## config.mk

```make
export PLATFORM = sky130hd
export DESIGN_NAME = brc_reset_ctl
export DESIGN_NICKNAME = d
export VERILOG_FILES = /design/src/common/brc_pkg.sv /design/src/design/brc_reset_ctl.sv
export VERILOG_INCLUDE_DIRS = /design/src /design/src/common
export SDC_FILE = /design/constraint.sdc
export NUM_CORES = 1
export LEC_CHECK = 0
export ABC_AREA = 1
export BUFFER_PORTS_ARGS = -buffer_cell sky130_fd_sc_hd__buf_2
export CAP_MARGIN = 20
export CORE_UTILIZATION = 51
export DETAILED_ROUTE_END_ITERATION = 8
export PLACE_DENSITY_LB_ADDON = 0.3
export SYNTH_ARGS = -nofsm -noshare
export SYNTH_HDL_FRONTEND = slang
export SYNTH_SLANG_ARGS = --single-unit
```

## constraint.sdc

```tcl
create_clock -name clk_sys -period 1.83 [get_ports clk_sys]
set_input_delay 0.2745 -clock clk_sys [delete_from_list [all_inputs] [get_ports clk_sys]]
set_output_delay 0.2745 -clock clk_sys [all_outputs]
set_load 0.05 [all_outputs]
```

## src/common/brc_consts.svh

```systemverilog
/*
  Constants for the bridge reset controller: register offset, field
  positions, reset values and timing counts.
  Assumes a 10 MHz system clock (100 ns period).
*/
`ifndef BRC_CONSTS_SVH
`define BRC_CONSTS_SVH

`define BRC_CLK_PERIOD_NS      100
// Bridge control register, byte offset in configuration space
`define BRC_BRIDGE_CTL_OFFSET  8'h3e
`define BRC_BRIDGE_CTL_RESET   16'h0000
`define BRC_SEC_RESET_BIT      6
// Power-good threshold, percent of nominal core supply
`define BRC_SUPPLY_GOOD_PCT    8'h5a
// Delay after reference clock activity before releasing power-on reset
`define BRC_CLK_WAIT_NS        10000
`define BRC_CLK_WAIT_CYC       ((`BRC_CLK_WAIT_NS + `BRC_CLK_PERIOD_NS - 1) / `BRC_CLK_PERIOD_NS)
// Longest time from reset release to link training start
`define BRC_TRAIN_MAX_MS       80
`define BRC_TRAIN_MAX_CYC      ((`BRC_TRAIN_MAX_MS * 1000000) / `BRC_CLK_PERIOD_NS)
// Default delay to training start, well inside the limit
`define BRC_TRAIN_DLY_CYC      16

`endif

```

## src/common/brc_pkg.sv

```systemverilog
/*
  Types for the bridge reset controller.
  Assumes brc_consts.svh for all numeric constants.
*/
package brc_pkg;

  // Graded internal reset scopes, active high
  typedef struct packed {
    logic por;       // everything incl. sticky and aux power machines
    logic fund;      // non-sticky bits and non-aux state machines
    logic dl_down;   // all but sticky and EEPROM-loadable
  } brc_scope_type;

  // Start strobes issued after a reset release
  typedef struct packed {
    logic latch_straps;
    logic eeprom_load;
    logic link_cfg;
    logic train_start;
  } brc_start_type;

  // Power-on sequencing states, Gray coded
  typedef enum logic [1:0] {
    BRC_PWR_WAIT = 2'b00,
    BRC_CLK_WAIT = 2'b01,
    BRC_DELAY    = 2'b11,
    BRC_RUN      = 2'b10
  } brc_pwr_type;

endpackage : brc_pkg

```

## src/design/brc_reset_ctl.sv

```systemverilog
/*
  Bridge reset controller: merges power-on, global, fundamental and hot
  resets into graded internal reset scopes and drives the secondary bus
  reset from those scopes and the software reset bit.
  Assumes one 10 MHz clock; inputs synchronous to it; supply sense is an
  8-bit percent-of-nominal reading; config writes arrive as a 1-bit strobe with 16-bit data.
*/
// Functional notes
// - Hold power-on reset until core supply sense reaches 90 percent.
// - After stable power and clock activity, wait 10 us then release.
// - Power-on reset clears everything and asserts secondary bus reset.
// - Global reset low forces power-on reset asynchronously, any power state.
// - Global reset low clears everything and asserts secondary bus reset.
// - Global reset rise latches straps, starts EEPROM load and link config.
// - Link training starts within 80 ms of global reset release.
// - Fundamental reset low makes internal reset; its rise means power good.
// - Fundamental reset clears non-sticky state and asserts secondary reset.
// - Fundamental reset rise latches straps, starts EEPROM and link config.
// - Link training starts within 80 ms of fundamental reset release.
// - Received hot reset moves the link interface to link-down.
// - Link-down clears non-sticky, non-EEPROM state, asserts secondary reset.
// - Software reset bit 6 at 3Eh drives secondary bus reset.
`timescale 1ns/1ps
`include "brc_consts.svh"

module brc_reset_ctl (
  input  wire logic                  clk_sys,           // 10 MHz system clock
  input  wire logic                  rst_n,             // Async reset, active low
  input  wire logic                  global_reset_n,    // Global reset pin
  input  wire logic                  fundamental_reset_n, // Fundamental reset pin
  input  wire logic [7:0]            core_supply_sense, // Core supply, percent
  input  wire logic                  refclk_active,     // Reference clock detected
  input  wire logic                  hot_reset_rx,      // Training hot reset seen
  input  wire logic                  link_up,           // Link left link-down
  input  wire logic [7:0]            straps_in,         // Static control inputs
  input  wire logic                  eeprom_present,    // EEPROM detected
  input  wire logic                  cfg_wr,            // Config write strobe
  input  wire logic [7:0]            cfg_addr,          // Config byte offset
  input  wire logic [15:0]           cfg_wdata,         // Config write data
  output logic [15:0]                cfg_rdata,         // Config read data
  output brc_pkg::brc_scope_type     reset_scope,       // Internal reset scopes
  output brc_pkg::brc_start_type     start_out,         // Start strobes
  output logic [7:0]                 straps_latched,    // Latched straps
  output logic                       dl_down,           // Link in link-down
  output logic                       secondary_bus_reset_out // Secondary bus reset
);
  import brc_pkg::*;

  //--------------------------------------------------------------
  // Power-on sequencing
  //--------------------------------------------------------------
  brc_pwr_type  pwr_r, pwr_nxt;
  logic [7:0]   wait_r, wait_nxt;
  logic         por_rel_r, por_rel_nxt;
  logic         global_reset_n_meta_r, global_reset_n_sync_r;
  logic         por_clr_n;

  // global reset pin acts without the clock, clearing the release chain
  assign por_clr_n = rst_n && global_reset_n;

  always_ff @(posedge clk_sys or negedge por_clr_n) begin
    if (!por_clr_n) begin
      global_reset_n_meta_r <= 1'b0;
      global_reset_n_sync_r <= 1'b0;
    end else begin
      global_reset_n_meta_r <= 1'b1;
      global_reset_n_sync_r <= global_reset_n_meta_r;
    end
  end

  always_comb begin
    pwr_nxt     = pwr_r;
    wait_nxt    = wait_r;
    por_rel_nxt = 1'b0;
    unique case (pwr_r)
      BRC_PWR_WAIT: begin
        if (core_supply_sense >= `BRC_SUPPLY_GOOD_PCT) pwr_nxt = BRC_CLK_WAIT;
      end
      BRC_CLK_WAIT: begin
        wait_nxt = 8'h00;
        if (refclk_active) pwr_nxt = BRC_DELAY;
      end
      BRC_DELAY: begin
        wait_nxt = wait_r + 8'h01;
        if (wait_r == 8'((`BRC_CLK_WAIT_CYC) - 1)) pwr_nxt = BRC_RUN;
      end
      BRC_RUN: begin
        por_rel_nxt = 1'b1;
      end
    endcase
  end

  always_ff @(posedge clk_sys or negedge por_clr_n) begin
    if (!por_clr_n) begin
      pwr_r     <= BRC_PWR_WAIT;
      wait_r    <= 8'h00;
      por_rel_r <= 1'b0;
    end else begin
      pwr_r     <= pwr_nxt;
      wait_r    <= wait_nxt;
      por_rel_r <= por_rel_nxt;
    end
  end

  //--------------------------------------------------------------
  // Reset scopes, start strobes and link-down
  //--------------------------------------------------------------
  logic          por_act;
  logic          fund_prev_r, fund_prev_nxt;
  logic          dl_r, dl_nxt;
  logic          cnt_run_r, cnt_run_nxt;
  logic [4:0]    tcnt_r, tcnt_nxt;
  brc_scope_type scope_r, scope_nxt;
  brc_start_type start_r, start_nxt;
  logic [7:0]    strap_r, strap_nxt;
  logic          rise;

  assign por_act = !(por_rel_r && global_reset_n_sync_r);

  always_comb begin
    fund_prev_nxt = fundamental_reset_n;
    // rising edge of fundamental reset is power good; same for POR release
    rise          = (fundamental_reset_n && !fund_prev_r && !por_act) ||
                    (por_rel_r && global_reset_n_sync_r && (scope_r.por));
    scope_nxt.por     = por_act;
    // fundamental scope includes the power-on scope
    scope_nxt.fund    = por_act || !fundamental_reset_n;
    // hot reset enters link-down until the link is back up
    dl_nxt = dl_r;
    if (hot_reset_rx) dl_nxt = 1'b1;
    else if (link_up) dl_nxt = 1'b0;
    // link-down scope covers the wider scopes too
    scope_nxt.dl_down = scope_nxt.fund || dl_nxt;
    strap_nxt = strap_r;
    start_nxt = '0;
    cnt_run_nxt = cnt_run_r;
    tcnt_nxt    = tcnt_r;
    if (rise) begin
      // latch straps, EEPROM load, link config
      strap_nxt              = straps_in;
      start_nxt.latch_straps = 1'b1;
      start_nxt.eeprom_load  = eeprom_present;
      start_nxt.link_cfg     = 1'b1;
      cnt_run_nxt            = 1'b1;
      tcnt_nxt               = 5'h00;
    end else if (cnt_run_r) begin
      // training starts a fixed short delay after release
      tcnt_nxt = tcnt_r + 5'h01;
      if (tcnt_r == 5'((`BRC_TRAIN_DLY_CYC) - 1)) begin
        start_nxt.train_start = 1'b1;
        cnt_run_nxt           = 1'b0;
      end
    end
    if (scope_nxt.fund) begin
      cnt_run_nxt = 1'b0;
      tcnt_nxt    = 5'h00;
    end
  end

  always_ff @(posedge clk_sys or negedge rst_n) begin
    if (!rst_n) begin
      fund_prev_r <= 1'b0;
      dl_r        <= 1'b0;
      scope_r     <= '1;
      start_r     <= '0;
      strap_r     <= 8'h00;
      cnt_run_r   <= 1'b0;
      tcnt_r      <= 5'h00;
    end else begin
      fund_prev_r <= fund_prev_nxt;
      dl_r        <= dl_nxt;
      // scopes change on the clock edge, or at once when rst_n falls
      scope_r     <= scope_nxt;
      start_r     <= start_nxt;
      strap_r     <= strap_nxt;
      cnt_run_r   <= cnt_run_nxt;
      tcnt_r      <= tcnt_nxt;
    end
  end

  //--------------------------------------------------------------
  // Bridge control register and secondary bus reset
  //--------------------------------------------------------------
  logic [15:0] bctl_r, bctl_nxt;
  logic [15:0] rdata_r, rdata_nxt;
  logic        sbr_r, sbr_nxt;

  always_comb begin
    bctl_nxt = bctl_r;
    if (cfg_wr && cfg_addr == `BRC_BRIDGE_CTL_OFFSET) bctl_nxt = cfg_wdata;
    // register is non-sticky, cleared by every scope
    if (scope_nxt.dl_down) bctl_nxt = `BRC_BRIDGE_CTL_RESET;
    rdata_nxt = (cfg_addr == `BRC_BRIDGE_CTL_OFFSET) ? bctl_r : 16'h0000;
    // OR of scopes and software reset bit
    sbr_nxt = scope_nxt.por || scope_nxt.fund || scope_nxt.dl_down ||
              bctl_nxt[`BRC_SEC_RESET_BIT];
  end

  always_ff @(posedge clk_sys or negedge rst_n) begin
    if (!rst_n) begin
      bctl_r  <= `BRC_BRIDGE_CTL_RESET;
      rdata_r <= 16'h0000;
      sbr_r   <= 1'b1;
    end else begin
      bctl_r  <= bctl_nxt;
      rdata_r <= rdata_nxt;
      sbr_r   <= sbr_nxt;
    end
  end

  assign cfg_rdata               = rdata_r;
  assign reset_scope             = scope_r;
  assign start_out               = start_r;
  assign straps_latched          = strap_r;
  assign dl_down                 = dl_r;
  assign secondary_bus_reset_out = sbr_r;

  //--------------------------------------------------------------
  // Assertions
  //--------------------------------------------------------------
  property p_por_sbr;
    @(posedge clk_sys) disable iff (!rst_n) scope_r.por |-> sbr_r;
  endproperty
  a_por_sbr: assert property (p_por_sbr) else $error("sbr low in por");

  property p_fund_sbr;
    @(posedge clk_sys) disable iff (!rst_n)
      !fundamental_reset_n |=> scope_r.fund && sbr_r;
  endproperty
  a_fund_sbr: assert property (p_fund_sbr) else $error("fund reset missed");

  property p_hot_dl;
    @(posedge clk_sys) disable iff (!rst_n)
      hot_reset_rx |=> dl_r && scope_r.dl_down && sbr_r;
  endproperty
  a_hot_dl: assert property (p_hot_dl) else $error("hot reset missed");

  property p_sw_sbr;
    @(posedge clk_sys) disable iff (!rst_n)
      bctl_r[`BRC_SEC_RESET_BIT] |-> sbr_r;
  endproperty
  a_sw_sbr: assert property (p_sw_sbr) else $error("sw reset not driven");

  property p_sbr_or;
    @(posedge clk_sys) disable iff (!rst_n)
      sbr_r == (scope_r.dl_down || bctl_r[`BRC_SEC_RESET_BIT]);
  endproperty
  a_sbr_or: assert property (p_sbr_or) else $error("sbr not OR");

  property p_low_supply;
    @(posedge clk_sys) disable iff (!rst_n)
      (pwr_r == BRC_PWR_WAIT) |=> scope_r.por;
  endproperty
  a_low_supply: assert property (p_low_supply) else $error("por early");

  property p_delay;
    @(posedge clk_sys) disable iff (!rst_n || !global_reset_n)
      (pwr_r == BRC_CLK_WAIT && refclk_active) |=> (pwr_r == BRC_DELAY)[*8];
  endproperty
  a_delay: assert property (p_delay) else $error("clock wait short");

  // cycles since link config with no fundamental scope
  logic [4:0] trn_wait_r, trn_wait_nxt;

  always_comb begin
    trn_wait_nxt = 5'h00;
    if (!scope_nxt.fund && start_r.link_cfg) begin
      trn_wait_nxt = 5'h01;
    end else if (!scope_nxt.fund && trn_wait_r != 5'h00 &&
                 trn_wait_r != 5'(`BRC_TRAIN_DLY_CYC)) begin
      trn_wait_nxt = trn_wait_r + 5'h01;
    end
  end

  always_ff @(posedge clk_sys or negedge rst_n) begin
    if (!rst_n) trn_wait_r <= 5'h00;
    else        trn_wait_r <= trn_wait_nxt;
  end

  property p_train;
    @(posedge clk_sys) disable iff (!rst_n)
      (trn_wait_r == 5'(`BRC_TRAIN_DLY_CYC) && !scope_nxt.fund) |-> start_r.train_start;
  endproperty
  a_train: assert property (p_train) else $error("training late");

  property p_strap;
    @(posedge clk_sys) disable iff (!rst_n)
      start_r.latch_straps |-> start_r.link_cfg && strap_r == $past(straps_in);
  endproperty
  a_strap: assert property (p_strap) else $error("straps not latched");

endmodule : brc_reset_ctl

```

==> impl_summary.log <==
[metrics] outcome: complete, no violations
[metrics] endpoints failing hold: 0
[metrics] largest cells by area after synthesis: dfrtp_1 (57%), nand2_1 (10%), inv_1 (5.1%), nand3_1 (5.0%), nor2_1 (4.1%)
[metrics] count of vias placed by the detailed router: 2,131
[metrics] maximum clock skew at final layout: 0.00813 ns
[metrics] most used cells in the layout excluding fill and tap cells: buf_2 (80), nand2_1 (76), dfrtp_1 (64), inv_1 (38), nor2_1 (31)
[metrics] setup repair after global routing missed its margin: false
[metrics] final worst path period need: 1.56 ns
[metrics] initial antenna violation count: 0
[metrics] Layout Cells excl Fill: 462
[metrics] kind of start point of the critical path: flip-flop
[metrics] internal power: 2.25 mW
[metrics] clock tree root buffer cell: clkbuf_8
[metrics] grt total ovfl: 0
[metrics] post-DR vias/cell: 4.61
[metrics] sequential element share of the synthesized area: 0.608
[metrics] number of max-cap violations: 0
[metrics] area grow syn2layout: 23.3%
[metrics] number of buffers created by CTS: 9
[metrics] cell total after placement: 445
[metrics] num rows: 26
[metrics] net switching power: 0.771 mW
[metrics] antenna-violating nets left: 0
[metrics] wire length of the first global-routing pass: 8970 um
[metrics] core outline area: 5200 um^2
[metrics] most common cell after layout, fill and taps aside: buf_2
[metrics] wire length after detailed routing: 5180 um
[metrics] post-DP HPWL: 3610 um
[metrics] number of top-level pins: 82
[metrics] number of buffers inserted to repair setup after CTS: 0
[metrics] worst-path fanout max: 3
[metrics] clock transition at the registers of the reported paths: 0.07 ns
[metrics] WHS: 0.00818 ns
[metrics] insertion delay to the later sink of the worst-skew pair: 0.34 ns
[metrics] Initial Util: 0.539
[metrics] relative max-transition margin: 0.560
[metrics] proportion of layout cells with a drive suffix above 1: 0.314
[metrics] number of enable-type register cells in the synthesized netlist: 0
[metrics] Setup TNS: 0 ns
[metrics] nets@finish: 439
[metrics] area leader, netlist: dfrtp_1
[metrics] share of the clock period used by the worst path: 0.851
[metrics] most used flip-flop cell after synthesis: dfrtp_1
[metrics] Buffers on Ports: 80
[metrics] clock tree from TritonCTS: built
[metrics] count of hold buffers inserted by post-cts repair: 1
[metrics] Vert. Die Dim: 76.2 um
[metrics] Pwr Total: 3.02 mW
[metrics] kind of path behind the tightest hold check: input pin to asynchronous set/reset pin
[metrics] largest net degree at the start of global routing: 56
[metrics] Worst Path Arrival: 1.81 ns
[metrics] quantity of gates resized following cts: 0
[metrics] final setup vio count: 0
[metrics] Chip Width: 76.2 um
[metrics] detailed-router iteration count before antenna repair: 4
[metrics] netlist area before placement: 2810 um^2
[metrics] synthesized area divided by synthesized cell count: 9.38 um^2
[metrics] register bit count reported by yosys: 68
[metrics] Synth top area share: 0.571
[metrics] switch share: 0.255
[metrics] max-slew violation total from the final report: 0
[metrics] actual slew at the worst max-slew pin: 0.660 ns
[metrics] Synth Warn #: 0
[metrics] Max Clock Freq: 0.642 GHz
[metrics] Mapped Cells: 299
[metrics] 1st-iter DRT viols: 76
[metrics] number of H-tree levels: 3
[metrics] Die ar.: 5800 um^2
[metrics] Total GRT Usage: 0.200
[metrics] endpoint type of the worst setup path: flip-flop
[metrics] remaining design rule violation count: 0
[metrics] number of global-route vias before repair: 2,001
[metrics] Sinks on Clock Net: 68
[metrics] number of antenna cells inserted: 0
[metrics] power density relative to cell area: 873 nW/um^2
[metrics] fraction of power consumed by combinational cells: 0.101
[metrics] reported leakage power: 1.90 nW
[metrics] Clk pwr share: 0.383
[metrics] library cells used by synthesis: 29
[metrics] Max clock buf depth: 2
[metrics] syn_nets: 351
[metrics] share of async-settable or async-resettable flops after synthesis: 1.00
[metrics] worst endpoint required time: 2.09 ns
[metrics] crit path kind: flip-flop to flip-flop
[metrics] Final GP Congestion: 0.768
[metrics] peak ir drop on the vdd network: 0.000741 V
[metrics] detailed-route wire length per cell: 11.2 um
[metrics] Reg power frac: 0.516
per-layer routing:
layer | vias up | track usage | wire [um]
met3 | 8 | 0.0419 | 294
met2 | 67 | 0.312 | 2390
met1 | 966 | 0.262 | 2380
met4 | 0 | 0.117 | 121
li1 | 1090 | - | -
met5 | - | 0 | 0
through the flow:
| step | util | cell area [um^2] | worst slack [ns] |
|---|---|---|---|
| final | 0.664 | 3460 | 0.273 |
| after global routing | 0.664 | 3460 | 0.216 |
| after CTS | 0.664 | 3460 | 0.264 |
| after detailed placement | 0.627 | 3260 | 0.285 |
| after global placement | 0.627 | 3260 | 0.324 |
| after floorplan | - | 2810 | 0.353 |
cells in the mapped netlist (all sizes together) (3+ instances only):
cell    n
nand2  88
dfrtp  64
inv    42
nor2   35
nand3  28
a21oi  10
buf     6
dfstp   4
ha      3
nor3    3
o21ai   3
xor2    3
area by class of cell:
type	count	area, um^2
clock buffers	11	131
flip-flops and latches	68	1710
clock inverters	5	52.6
repair buffers	84	433
fillers	438	1750
inverters	43	164
multi-input cells	181	883
well taps	70	87.6
cell families after synthesis:
group	count (synthesis)	share of synthesized area
flip-flops	68	0.608
other	1	0.00134
AO/OA/AOI/OAI	16	0.0343
XOR/XNOR	3	0.00937
buffers and inverters	50	0.0767
AND/OR/NAND/NOR	158	0.256
adder cells (fa/ha/maj)	3	0.0134
state kept, by name, summed over array words and instances (netlist names), 2 cells and up:
signal          flops
wait_r              8
start_out           3
pwr_r               2
bctl_r             16
reset_scope         3
straps_latched      8
tcnt_r              5
cfg_rdata          16
critical path: stages (launching register included):
cell and delay (ns):
dfrtp_1 0.40, ha_1 0.22, and3_1 0.18, ha_1 0.25
or2_2 0.28, a21oi_1 0.13
power groups by stage:
stage          Clock [mW]  Combinational, mW  Sequential, mW
6_report             1.16              0.306            1.56
2_1_floorplan           0             0.0713            1.70
5_1_grt              1.24              0.332            1.56
3_3_place_gp            0              0.305            1.58
4_1_cts              1.19              0.311            1.56
3_5_place_dp            0              0.308            1.59
final timing paths:
kind                                                 start  slack (ns)  depth (start not counted)                               to
setup / recovery                     tcnt_r[0]$_DFFE_PN0P_        0.27                          5            tcnt_r[4]$_DFFE_PN0P_
hold / removal                                       rst_n       0.008                          3            wait_r[3]$_DFFE_PN0P_
setup reg to reg                     tcnt_r[0]$_DFFE_PN0P_        0.27                          5            tcnt_r[4]$_DFFE_PN0P_
hold reg to reg            global_reset_n_meta_r$_DFF_PN0_        0.35                          0  global_reset_n_sync_r$_DFF_PN0_
max in group asynchronous                   global_reset_n        0.99                          4  global_reset_n_meta_r$_DFF_PN0_
min in group clk_sys                   fundamental_reset_n        0.07                          1            fund_prev_r$_DFF_PN0_
Power figures use the tool's default switching activity.
